`config.mk`:
```
export PLATFORM = sky130hd
export DESIGN_NAME = rx_irq_mask_poll_period_regs
export DESIGN_NICKNAME = d
export VERILOG_FILES = /design/src/hw/rx_cfg_pkg.sv /design/src/hw/rx_irq_mask_poll_period_regs.sv /design/src/hw/sticky_event_bit.sv
export SDC_FILE = /design/constraint.sdc
export NUM_CORES = 1
export LEC_CHECK = 0
export BUFFER_PORTS_ARGS = -buffer_cell sky130_fd_sc_hd__buf_2
export CELL_PAD_IN_SITES_DETAIL_PLACEMENT = 1
export CELL_PAD_IN_SITES_GLOBAL_PLACEMENT = 1
export CORE_MARGIN = 2
export CORE_UTILIZATION = 34
export DETAILED_ROUTE_END_ITERATION = 8
export PLACE_DENSITY = 0.8
export SLEW_MARGIN = 20
export SYNTH_ARGS = -nofsm -noshare
export SYNTH_HDL_FRONTEND = slang
export SYNTH_SLANG_ARGS = --single-unit
export TNS_END_PERCENT = 1
```
`constraint.sdc`:
```
create_clock -name ref_clk -period 2.1 [get_ports ref_clk]
set_input_delay 0.105 -clock ref_clk [delete_from_list [all_inputs] [get_ports ref_clk]]
set_output_delay 0.105 -clock ref_clk [all_outputs]
set_load 0.01 [all_outputs]
```
`src/hw/rx_cfg_pkg.sv`:
```
// Constants, offsets and reset values for the receiver configuration register slice.
//
// Contract
// - Negative rate threshold register at 0x093, reset 0x23, applied only when limit enabled.
// - Larger threshold accepts proportionally larger deviation; reset gives about ten percent.
// - Mask register 0x094: bits 0-3 config A, bits 4-7 config B events.
// - Mask bit zero enables event interrupt, one suppresses it; all reset to zero.
// - Active periods field bits 4:0 at 0x096; zero means 32 periods; 7:5 unused.
// - Idle periods 8 bits at 0x097; values 1-255 literal, zero means 256 periods.
// - Active and idle period registers reset to 0x01, one master period each.
// - Positive rate threshold, reset 0x1E, bounds deviation above nominal; same enable.
package rx_cfg_pkg;

  // ------------------------------------------------------------------
  // Bus geometry
  // ------------------------------------------------------------------
  localparam int unsigned ADDR_W = 12;
  localparam int unsigned DATA_W = 32;
  localparam int unsigned REG_W = 8;
  localparam int unsigned BE_W = 4;

  // ------------------------------------------------------------------
  // Register indices; byte address is four times the index
  // ------------------------------------------------------------------
  localparam logic [9:0] IDX_POS_THR = 10'h092;
  localparam logic [9:0] IDX_NEG_THR = 10'h093;
  localparam logic [9:0] IDX_IRQ_MASK = 10'h094;
  localparam logic [9:0] IDX_ACTIVE = 10'h096;
  localparam logic [9:0] IDX_IDLE = 10'h097;
  localparam logic [9:0] IDX_CR_CFG = 10'h0A0;
  localparam logic [9:0] IDX_EVT_STATUS = 10'h0A1;
  localparam logic [1:0] WORD_LSB = 2'h0;

  // ------------------------------------------------------------------
  // Reset values
  // ------------------------------------------------------------------
  localparam logic [7:0] RST_POS_THR = 8'h1E;
  localparam logic [7:0] RST_NEG_THR = 8'h23;
  localparam logic [7:0] RST_IRQ_MASK = 8'h00;
  localparam logic [4:0] RST_ACTIVE = 5'h01;
  localparam logic [7:0] RST_IDLE = 8'h01;
  localparam logic RST_LIMIT_EN = 1'b0;

  // ------------------------------------------------------------------
  // Field layouts
  // ------------------------------------------------------------------
  localparam int unsigned ACTIVE_W = 5;
  localparam int unsigned IDLE_W = 8;
  localparam int unsigned LIMIT_EN_BIT = 0;
  localparam int unsigned N_EVENTS = 8;
  // Event bit order inside each configuration nibble.
  localparam int unsigned EV_WAKEUP = 0;
  localparam int unsigned EV_FRAME_SYNC = 1;
  localparam int unsigned EV_ID_FOUND = 2;
  localparam int unsigned EV_MSG_END = 3;
  localparam int unsigned CFG_B_BASE = 4;

  // Decoded period counts: stored zero stands for the full range.
  localparam logic [5:0] ACTIVE_ZERO_COUNT = 6'h20;
  localparam logic [8:0] IDLE_ZERO_COUNT = 9'h100;

  // Rate deviation from clock recovery, signed, same unit as the thresholds.
  localparam int unsigned DEV_W = 9;

  // Reserved bits and unmapped addresses read as zero.
  localparam logic [31:0] READ_ZERO = 32'h0000_0000;

endpackage

```
`src/hw/rx_irq_mask_poll_period_regs.sv`:
```
// Register slice: rate thresholds, event interrupt mask and self-polling period counts.
`timescale 1ns/1ps
module rx_irq_mask_poll_period_regs #(
  parameter int unsigned N_EV = rx_cfg_pkg::N_EVENTS // number of receive events
) (
  input wire logic ref_clk, // system clock, 20 MHz
  input wire logic rst, // synchronous reset, active high
  input wire logic ce, // clock enable, all state frozen while low
  input wire logic [rx_cfg_pkg::ADDR_W-1:0] address, // Avalon byte address
  input wire logic read, // Avalon read request
  input wire logic write, // Avalon write request
  input wire logic [rx_cfg_pkg::DATA_W-1:0] writedata, // Avalon write data
  input wire logic [rx_cfg_pkg::BE_W-1:0] byteenable, // Avalon byte enables
  output logic [rx_cfg_pkg::DATA_W-1:0] readdata, // Avalon read data
  output logic waitrequest, // Avalon wait request
  input wire logic [N_EV-1:0] event_pulse, // receive events, one-cycle pulses
  input wire logic signed [rx_cfg_pkg::DEV_W-1:0] rate_dev, // measured rate deviation
  output logic rate_accept_q, // measured rate within tolerance
  output logic rate_limit_active_q, // rate limiting in force
  output logic [rx_cfg_pkg::REG_W-1:0] rate_tol_neg_thr_q, // applied negative threshold
  output logic [rx_cfg_pkg::REG_W-1:0] rate_tol_pos_thr_q, // applied positive threshold
  output logic [5:0] poll_active_count_q, // active phase length, 1 to 32
  output logic [8:0] poll_idle_count_q, // idle phase length, 1 to 256
  output logic irq_q // level interrupt
);

  // --------------------------------------------------------------------
  // Declarations
  // --------------------------------------------------------------------
  logic [rx_cfg_pkg::REG_W-1:0] neg_thr_q;
  logic [rx_cfg_pkg::REG_W-1:0] pos_thr_q;
  logic [N_EV-1:0] irq_mask_low_q;
  logic [rx_cfg_pkg::ACTIVE_W-1:0] poll_active_periods_q;
  logic [rx_cfg_pkg::IDLE_W-1:0] poll_idle_periods_q;
  logic rate_limit_enable_q;
  logic [N_EV-1:0] evt_flag;
  logic [N_EV-1:0] evt_clr;
  logic [rx_cfg_pkg::DATA_W-1:0] readdata_q;
  logic waitrequest_q;
  logic [rx_cfg_pkg::DATA_W-1:0] readdata_d;
  logic req;
  logic take;
  logic lane0;
  logic [9:0] reg_idx;
  logic word_ok;
  logic wr_neg;
  logic wr_pos;
  logic wr_mask;
  logic wr_active;
  logic wr_idle;
  logic wr_cfg;
  logic wr_status;
  logic [rx_cfg_pkg::REG_W-1:0] wbyte;
  logic [rx_cfg_pkg::DEV_W-1:0] dev_mag;
  logic dev_below;
  logic accept_d;
  logic [5:0] active_count_d;
  logic [8:0] idle_count_d;

  assign readdata = readdata_q;
  assign waitrequest = waitrequest_q;

  // --------------------------------------------------------------------
  // Bus decode
  // --------------------------------------------------------------------
  // A request is served in the cycle in which it appears; waitrequest then
  // drops for one cycle, and the slave ignores the request in that cycle
  // so that a held request is not served twice.
  assign req = read | write;
  assign take = req & waitrequest_q;
  assign lane0 = byteenable[0];
  assign reg_idx = address[rx_cfg_pkg::ADDR_W-1:2];
  assign word_ok = (address[1:0] == rx_cfg_pkg::WORD_LSB);
  assign wbyte = writedata[rx_cfg_pkg::REG_W-1:0];

  always_comb begin
    wr_neg = 1'b0;
    wr_pos = 1'b0;
    wr_mask = 1'b0;
    wr_active = 1'b0;
    wr_idle = 1'b0;
    wr_cfg = 1'b0;
    wr_status = 1'b0;
    if (take && write && lane0 && word_ok) begin
      unique case (reg_idx)
        rx_cfg_pkg::IDX_NEG_THR: wr_neg = 1'b1;
        rx_cfg_pkg::IDX_POS_THR: wr_pos = 1'b1;
        rx_cfg_pkg::IDX_IRQ_MASK: wr_mask = 1'b1;
        rx_cfg_pkg::IDX_ACTIVE: wr_active = 1'b1;
        rx_cfg_pkg::IDX_IDLE: wr_idle = 1'b1;
        rx_cfg_pkg::IDX_CR_CFG: wr_cfg = 1'b1;
        rx_cfg_pkg::IDX_EVT_STATUS: wr_status = 1'b1;
        default: begin
        end
      endcase
    end
  end

  always_comb begin
    readdata_d = rx_cfg_pkg::READ_ZERO;
    if (word_ok) begin
      unique case (reg_idx)
        rx_cfg_pkg::IDX_NEG_THR: readdata_d[rx_cfg_pkg::REG_W-1:0] = neg_thr_q;
        rx_cfg_pkg::IDX_POS_THR: readdata_d[rx_cfg_pkg::REG_W-1:0] = pos_thr_q;
        rx_cfg_pkg::IDX_IRQ_MASK: readdata_d[N_EV-1:0] = irq_mask_low_q;
        rx_cfg_pkg::IDX_ACTIVE: readdata_d[rx_cfg_pkg::ACTIVE_W-1:0] = poll_active_periods_q;
        rx_cfg_pkg::IDX_IDLE: readdata_d[rx_cfg_pkg::IDLE_W-1:0] = poll_idle_periods_q;
        rx_cfg_pkg::IDX_CR_CFG: readdata_d[rx_cfg_pkg::LIMIT_EN_BIT] = rate_limit_enable_q;
        rx_cfg_pkg::IDX_EVT_STATUS: readdata_d[N_EV-1:0] = evt_flag;
        default: begin
        end
      endcase
    end
  end

  // --------------------------------------------------------------------
  // Bus handshake
  // --------------------------------------------------------------------
  always_ff @(posedge ref_clk) begin
    if (rst) begin
      waitrequest_q <= 1'b1;
    end else if (ce) begin
      waitrequest_q <= ~take;
    end
  end

  always_ff @(posedge ref_clk) begin
    if (rst) begin
      readdata_q <= rx_cfg_pkg::READ_ZERO;
    end else if (ce && take && read) begin
      readdata_q <= readdata_d;
    end
  end

  // --------------------------------------------------------------------
  // Rate thresholds
  // --------------------------------------------------------------------
  always_ff @(posedge ref_clk) begin
    if (rst) begin
      neg_thr_q <= rx_cfg_pkg::RST_NEG_THR;
    end else if (ce && wr_neg) begin
      neg_thr_q <= wbyte;
    end
  end

  always_ff @(posedge ref_clk) begin
    if (rst) begin
      pos_thr_q <= rx_cfg_pkg::RST_POS_THR;
    end else if (ce && wr_pos) begin
      pos_thr_q <= wbyte;
    end
  end

  always_ff @(posedge ref_clk) begin
    if (rst) begin
      rate_limit_enable_q <= rx_cfg_pkg::RST_LIMIT_EN;
    end else if (ce && wr_cfg) begin
      rate_limit_enable_q <= wbyte[rx_cfg_pkg::LIMIT_EN_BIT];
    end
  end

  // --------------------------------------------------------------------
  // Rate acceptance
  // --------------------------------------------------------------------
  // The threshold is a bound on the magnitude of the deviation, so a
  // larger value admits a proportionally wider band on that side.
  assign dev_below = rate_dev[rx_cfg_pkg::DEV_W-1];
  assign dev_mag = dev_below ? (~rate_dev + 1'b1) : rate_dev;

  always_comb begin
    accept_d = 1'b1;
    if (rate_limit_enable_q) begin
      if (dev_below) begin
        accept_d = (dev_mag <= {1'b0, neg_thr_q});
      end else begin
        accept_d = (dev_mag <= {1'b0, pos_thr_q});
      end
    end
  end

  // With limiting off the thresholds are not applied and the applied-threshold outputs show zero.
  always_ff @(posedge ref_clk) begin
    if (rst) begin
      rate_accept_q <= 1'b1;
      rate_limit_active_q <= 1'b0;
      rate_tol_neg_thr_q <= '0;
      rate_tol_pos_thr_q <= '0;
    end else if (ce) begin
      rate_accept_q <= accept_d;
      rate_limit_active_q <= rate_limit_enable_q;
      rate_tol_neg_thr_q <= rate_limit_enable_q ? neg_thr_q : '0;
      rate_tol_pos_thr_q <= rate_limit_enable_q ? pos_thr_q : '0;
    end
  end

  // --------------------------------------------------------------------
  // Interrupt mask and event flags
  // --------------------------------------------------------------------
  always_ff @(posedge ref_clk) begin
    if (rst) begin
      irq_mask_low_q <= rx_cfg_pkg::RST_IRQ_MASK[N_EV-1:0];
    end else if (ce && wr_mask) begin
      irq_mask_low_q <= wbyte[N_EV-1:0];
    end
  end

  assign evt_clr = wr_status ? wbyte[N_EV-1:0] : '0;

  generate
    for (genvar i = 0; i < N_EV; i++) begin : g_evt
      sticky_event_bit u_flag (
        .ref_clk(ref_clk),
        .rst(rst),
        .ce(ce),
        .set_pulse(event_pulse[i]),
        .clr_pulse(evt_clr[i]),
        .flag_q(evt_flag[i])
      );
    end
  endgenerate

  // A set mask bit suppresses only the interrupt; the flag still records.
  always_ff @(posedge ref_clk) begin
    if (rst) begin
      irq_q <= 1'b0;
    end else if (ce) begin
      irq_q <= |(evt_flag & ~irq_mask_low_q);
    end
  end

  // --------------------------------------------------------------------
  // Self-polling period counts
  // --------------------------------------------------------------------
  always_ff @(posedge ref_clk) begin
    if (rst) begin
      poll_active_periods_q <= rx_cfg_pkg::RST_ACTIVE;
    end else if (ce && wr_active) begin
      poll_active_periods_q <= wbyte[rx_cfg_pkg::ACTIVE_W-1:0];
    end
  end

  always_ff @(posedge ref_clk) begin
    if (rst) begin
      poll_idle_periods_q <= rx_cfg_pkg::RST_IDLE;
    end else if (ce && wr_idle) begin
      poll_idle_periods_q <= wbyte;
    end
  end

  always_comb begin
    if (poll_active_periods_q == '0) begin
      active_count_d = rx_cfg_pkg::ACTIVE_ZERO_COUNT;
    end else begin
      active_count_d = {1'b0, poll_active_periods_q};
    end
    if (poll_idle_periods_q == '0) begin
      idle_count_d = rx_cfg_pkg::IDLE_ZERO_COUNT;
    end else begin
      idle_count_d = {1'b0, poll_idle_periods_q};
    end
  end

  always_ff @(posedge ref_clk) begin
    if (rst) begin
      poll_active_count_q <= {1'b0, rx_cfg_pkg::RST_ACTIVE};
      poll_idle_count_q <= {1'b0, rx_cfg_pkg::RST_IDLE};
    end else if (ce) begin
      poll_active_count_q <= active_count_d;
      poll_idle_count_q <= idle_count_d;
    end
  end

endmodule // rx_irq_mask_poll_period_regs

```
`src/hw/sticky_event_bit.sv`:
```
// One sticky event flag, set by hardware and cleared by writing a one.
`timescale 1ns/1ps
module sticky_event_bit (
  input wire logic ref_clk, // system clock
  input wire logic rst, // synchronous reset, active high
  input wire logic ce, // clock enable, freezes the flag when low
  input wire logic set_pulse, // event from the receive logic
  input wire logic clr_pulse, // write-one-to-clear strobe
  output logic flag_q // pending flag
);

  // --------------------------------------------------------------------
  // Flag
  // --------------------------------------------------------------------
  // An event in the clear cycle must not be lost, so the set wins.
  always_ff @(posedge ref_clk) begin
    if (rst) begin
      flag_q <= 1'b0;
    end else if (ce) begin
      if (set_pulse) begin
        flag_q <= 1'b1;
      end else if (clr_pulse) begin
        flag_q <= 1'b0;
      end
    end
  end

endmodule // sticky_event_bit
```
==> results of run 1 <==
==> timing repair <==
action	in CTS	in global routing
setup endpoints to repair	1	1
hold buffers	1	0
resized for setup	1	4
endpoints found under the hold margin	1	0
==> metrics by stage <==
step	area (sq um)	instances	hold slack, ps	setup TNS (ps)	worst slack (ps)
floorplan	4740	561	223	0	50.0
global placement	5230	792	364	-112	-112
detailed placement	5230	792	367	-352	-352
CTS	5550	809	1.95	0	26.5
global route	5570	809	9.38	0	3.12
finish	5570	809	7.95	0	140
==> worst min-delay path: cells and delay by family <==
family          cells  cell delay [ps]
buf+inv             1              100
simple gates        1               50
compound gates      1               50
==> metal layers <==
layer  track usage  share of wire
met5             0              0
met4        0.0610          0.019
met3        0.0362          0.049
met2         0.334           0.49
met1         0.244           0.45
==> power groups by stage <==
| stage | sequential [mW] | clock, mW | combinational, mW |
|---|---|---|---|
| floorplan | 1.75 | 0 | 0.261 |
| CTS | 1.72 | 1.72 | 0.393 |
| finish | 1.72 | 1.69 | 0.398 |
| global placement | 1.76 | 0 | 0.371 |
| global route | 1.72 | 1.79 | 0.440 |
| detailed placement | 1.76 | 0 | 0.388 |
==> worst paths after layout <==
kind | to | slack, ps | cells after the start
min reg2reg | rate_tol_pos_thr_q[0] | 470 | 2
min | g_evt[5].u_flag.flag_q | 8 | 3
max | rate_accept_q | 140 | 11
max reg2reg | pos_thr_q[4] | 140 | 4
==> cell type report <==
cell class	instances	area, sq um	share of cell area
multi-input combinational	384	2520	0.451
sequential	89	1780	0.320
tap	176	220	0.0395
timing repair buffer	110	616	0.110
clock buffer	10	239	0.0429
clock inverter	6	73.8	0.0132
inverter	34	128	0.0229
==> placed cells by master (no fill, tap or decap), types with 2 or more instances in the layout <==
cell,n
dfxtp_1,89
buf_2,85
nor2_1,65
mux2i_1,47
nand2_1,38
inv_1,34
a21oi_1,33
nand3_1,32
conb_1,24
buf_4,24
nand2b_1,21
ha_1,17
a211o_1,12
o21ai_0,9
clkbuf_16,9
a22oi_1,8
nor2b_1,6
o22ai_1,6
xnor2_1,5
nor4_1,5
nor3_1,5
a32oi_1,5
nor3_2,3
nand4_1,3
a222oi_1,3
a22o_1,3
clkinv_4,3
nand4_4,2
nand4_2,2
a211oi_1,2
a2bb2o_1,2
inv_6,2
==> cells by family after synthesis <==
family	Yosys count
buf+inv	88
compound gates	93
simple gates	196
xor+xnor	6
flops	89
mux	48
fa+ha+maj	17
other cells	1
==> sequential cells by signal (all words and copies together) (netlist names), 6 cells and up <==
register	count
g_evt.u_flag.flag_q	8
readdata	8
rate_tol_pos_thr_q	8
rate_tol_neg_thr_q	8
neg_thr_q	8
poll_idle_periods_q	8
poll_active_count_q	6
pos_thr_q	8
irq_mask_low_q	8
poll_idle_count_q	9
==> run metrics, run 1 <==
nets@finish 715; internal power 2.82 mW; clk slew on worst S/H paths 70 ps; mux share of post-synthesis cell area 0.104; RSZ-0062 raised after global routing no; Synth Cell Area 4650 sq um; Num CTS Buffers 9; All-Layer GR Usage 0.194; sequential area share after synthesis 0.383; WL final 14000 microns; synth top area cells dfxtp_1, mux2i_1, nor2_1, ha_1, buf_4; Post-synth top flop dfxtp_1; IO Port Bufs 85; pwr dens 682 nW/um^2; YS warnings 0; Sequential Power Share 0.452; CP endpoint kind register; Vias 4095; startpoint types input port; simple-gate share of the synthesized area 0.221; HPWL after DPL 10600 microns; max frequency 510 MHz; Worst Tran Pin Value 757 ps; remaining global-route overflow 0; switching pwr 0.976 mW; Synth top area share 0.383; Setup crit start rate_dev[0]; switching fraction of total power 0.257; period utilization 0.933; crit-path max FO 3; critical path's slowest cell a211o_1; EDFF count, synth 0; Die Y-Extent 121 microns; Final Skew 6.13 ps; Die Wd 121 microns; CP required 2350 ps; number of synthesized register bits 89; Adder-Cell Fraction of Synth Area 0.0457; reg2reg start waitrequest; maximum buffer depth of the clock tree 2; H-tree levels 3; Max Cap Viol 0; CTS Root Cell clkbuf_16; Static Leakage 2.60 nW; gpl congestion 0.891; leading cell type by number of instances after synthesis dfxtp_1; Core Footprint 13300 sq um; final core occ 0.419; Num Clock Sinks 89; antenna-violating nets left 0; initial antenna violation count 0; Setup violations, final 0; Crit path largest cell delay 340 ps; Buf/Inv on CP 2; # IOs 137; layout cells sized above 1 0.226; global-route wire length before repair 22000 microns; largest area contributor in the netlist dfxtp_1; Clock power frac 0.443; worst-case vdd ir drop 302 uV; WL/cell 17.3 microns; CTS tree done; setup bufs post-CTS 0; vias per cell 5.06; Netlist cell types 57; drc violations 0; Post-synth ARST share 0; Final Hold Fails 0; top cells by count, synth dfxtp_1, nor2_1, mux2i_1; XOR/XNOR Fraction of Synth Area 0.0113; number of global-route vias before repair 4170; ant diodes 0; Pwr Total 3.80 mW; Rel. slew slack 0.493; run status finished clean; Slew Viols, Final 0; 1st-iter DRT viols 195; Initial Util 0.350; fin crit period 1960 ps; largest net degree at the start of global routing 59; Hold Crit Class in -> reg; drt first pass iters 4; Clk Latency, worst-skew pair 340 ps; crit-path cells buf_2, inv_1, ha_1, nand3b_1, nand2_1, xnor2_2, ha_1, a211o_1, a2111oi_2, nor4_1, nor4_1; die area 14600 sq um; Post-Synthesis Cells 538; power share of the combinational group 0.105; Layout area overhead 19.8%; Placement Rows 42; kind of critical path in -> reg; mean post-synth cell area 8.65 sq um; CP delay by family, top compound AO/OA/AOI/OAI gates; CP arrival 2210 ps; fill count 1581; post-synthesis compound-gate area fraction 0.135; largest family of logic cells by synthesized area simple AND/OR/NAND/NOR gates; min-delay src event_pulse[5]
Note: power is estimated with default switching activity, not from simulation.
==> run 2, diff against run 1 <==
--- a/config.mk
+++ b/config.mk
@@ -5,13 +5,14 @@
 export SDC_FILE = /design/constraint.sdc
 export NUM_CORES = 1
 export LEC_CHECK = 0
-export BUFFER_PORTS_ARGS = -buffer_cell sky130_fd_sc_hd__buf_2
+export ABC_AREA = 1
 export CELL_PAD_IN_SITES_DETAIL_PLACEMENT = 1
 export CELL_PAD_IN_SITES_GLOBAL_PLACEMENT = 1
 export CORE_MARGIN = 2
-export CORE_UTILIZATION = 34
+export CORE_UTILIZATION = 40
 export DETAILED_ROUTE_END_ITERATION = 8
-export PLACE_DENSITY = 0.8
+export DONT_BUFFER_PORTS = 1
+export PLACE_DENSITY = 0.79
 export SLEW_MARGIN = 20
 export SYNTH_ARGS = -nofsm -noshare
 export SYNTH_HDL_FRONTEND = slang
==> run metrics, run 2 <==
Resize count post-CTS 0; critical path's slowest cell dlygate4sd3_1; drc violations 0; Num CTS Buffers 9; sequential cell area 1780 sq um; Synth Cell Area 4590 sq um; Initial Util 0.405; pre-CTS setup slack -21.7 ps; die area 12300 sq um; global-route wire length before repair 23100 microns; startpoint types register; Final WS setup 155 ps; RSZ-0062 raised after global routing no; WL final 14400 microns; layout cells sized above 1 0.0658; leading cell type by number of instances after synthesis nand2_1; Worst Tran Pin Value 711 ps; crit-path cells o21ai_1, nor2_4, nand4_4, clkinv_2, nand3_1, nand2_1, a21oi_1, dlygate4sd3_1; EDFF count, synth 0; YS warnings 0; remaining global-route overflow 0; Multi-input gate area 2300 sq um; antenna-violating nets left 0; synth top area cells dfxtp_1, nand2_1, a21oi_1, o21ai_0, inv_1; kind of critical path reg -> reg; IO Port Bufs 0; crit-path max FO 5; # IOs 137; top cells by count, synth nand2_1, dfxtp_1, a21oi_1; Die Wd 111 microns; Num Clock Sinks 89; pwr dens 727 nW/um^2; 1st-iter DRT viols 266; run status finished clean; HPWL after DPL 10300 microns; CP delay by family, top buffers and inverters; Netlist cell types 42; H-tree levels 3; gpl congestion 0.854; Post-synth top flop dfxtp_1; commonest non-fill, non-tap cell in the layout nand2_1; GR Util met3 0.0459; CP arrival 2180 ps; max reg flops 9; number of synthesized register bits 89; Synth top area share 0.388; WL/cell 18.0 microns; CTS tree done; Layout area overhead 11.2%; CTS Root Cell clkbuf_16; number of global-route vias before repair 4369; mean post-synth cell area 7.17 sq um; fin crit period 1950 ps; largest area contributor in the netlist dfxtp_1; Vias 4326; layer carrying the most global-route usage met2; Buf/Inv on CP 2; Rel. slew slack 0.525; Final Hold Fails 0; worst-case vdd ir drop 495 uV; Setup violations, final 0; Post-synth ARST share 0; maximum buffer depth of the clock tree 2; nets@finish 735; Crit path largest cell delay 550 ps; Core Footprint 11300 sq um; fill count 1462; All-Layer GR Usage 0.236; final core occ 0.450; Slew Viols, Final 0; drt first pass iters 4; met1 GRT Util 0.304; Clk Latency, worst-skew pair 340 ps; Post-Synthesis Cells 640; Die Y-Extent 111 microns; Max Cap Viol 0; vias per cell 5.43; largest net degree at the start of global routing 43; period utilization 0.926; clk slew on worst S/H paths 60 ps; worst hold slack 12.5 ps; Final Skew 7.23 ps; CP endpoint kind register; max frequency 514 MHz; met2 Use GR 0.386; Static Leakage 2.10 nW; CP required 2330 ps; sequential area share after synthesis 0.388; initial antenna violation count 1; Biggest register poll_idle_count_q; most frequent cells in the layout nand2_1, dfxtp_1, a21oi_1, inv_1, o21ai_0; Placement Rows 39; Hold Crit Class in -> reg
==> run 2: final cells by class <==
class                   count  area share
repair buffers             22      0.0481
clock buffers              12      0.0483
diodes                      1    0.000491
flip-flops and latches     89       0.349
inverters                  76      0.0567
well taps                 143      0.0351
multi-input cells         450       0.452
clock inverters             4      0.0103
==> run 2: worst paths after layout <==
kind | startpoint | to | slack, ps | depth (start not counted)
setup / recovery | waitrequest | g_evt[1].u_flag.flag_q | 150 | 8
hold / removal | writedata[4] | neg_thr_q[4] | 10 | 2
setup reg to reg | waitrequest | g_evt[1].u_flag.flag_q | 150 | 8
hold reg to reg | pos_thr_q[4] | rate_tol_pos_thr_q[4] | 460 | 2
==> run 2: kinds of logic after synthesis <==
| kind of cell | after synthesis | share of synthesized area |
|---|---|---|
| compound gates | 166 | 0.190 |
| buf+inv | 124 | 0.128 |
| xor+xnor | 6 | 0.0115 |
| simple gates | 237 | 0.234 |
| other cells | 1 | 0.000817 |
| fa+ha+maj | 17 | 0.0464 |
| flops | 89 | 0.388 |
==> run 2: layer usage <==
layer,part of all wire,vias up
met5,0,-
met4,0.028,0
met3,0.072,27
met2,0.47,147
met1,0.43,2070
li1,-,2082
==> run 2: report_power, final <==
| part | leakage [nW] | switching, mW | internal (mW) | total (mW) |
|---|---|---|---|---|
| sequential | 0.722 | 0.0258 | 1.71 | 1.74 |
| clock | 0.147 | 0.681 | 0.958 | 1.64 |
| combinational | 1.23 | 0.219 | 0.113 | 0.332 |
| total | 2.10 | 0.926 | 2.78 | 3.71 |
==> run 2: per-stage QoR <==
stage	instance area, sq um	total power [mW]	TNS (ps)	std cells
after floorplan	4670	2.02	0	663
after global placement	4590	2.01	0	761
after detailed placement	4590	2.03	-21.7	761
after CTS	5100	3.72	0	796
after global routing	5100	3.84	0	797
final	5100	3.71	0	797
==> run 2: what timing repair did <==
action | in CTS | in global routing
hold endpoints to repair | 83 | 0
hold buffers | 19 | 0
setup buffers | 0 | 0
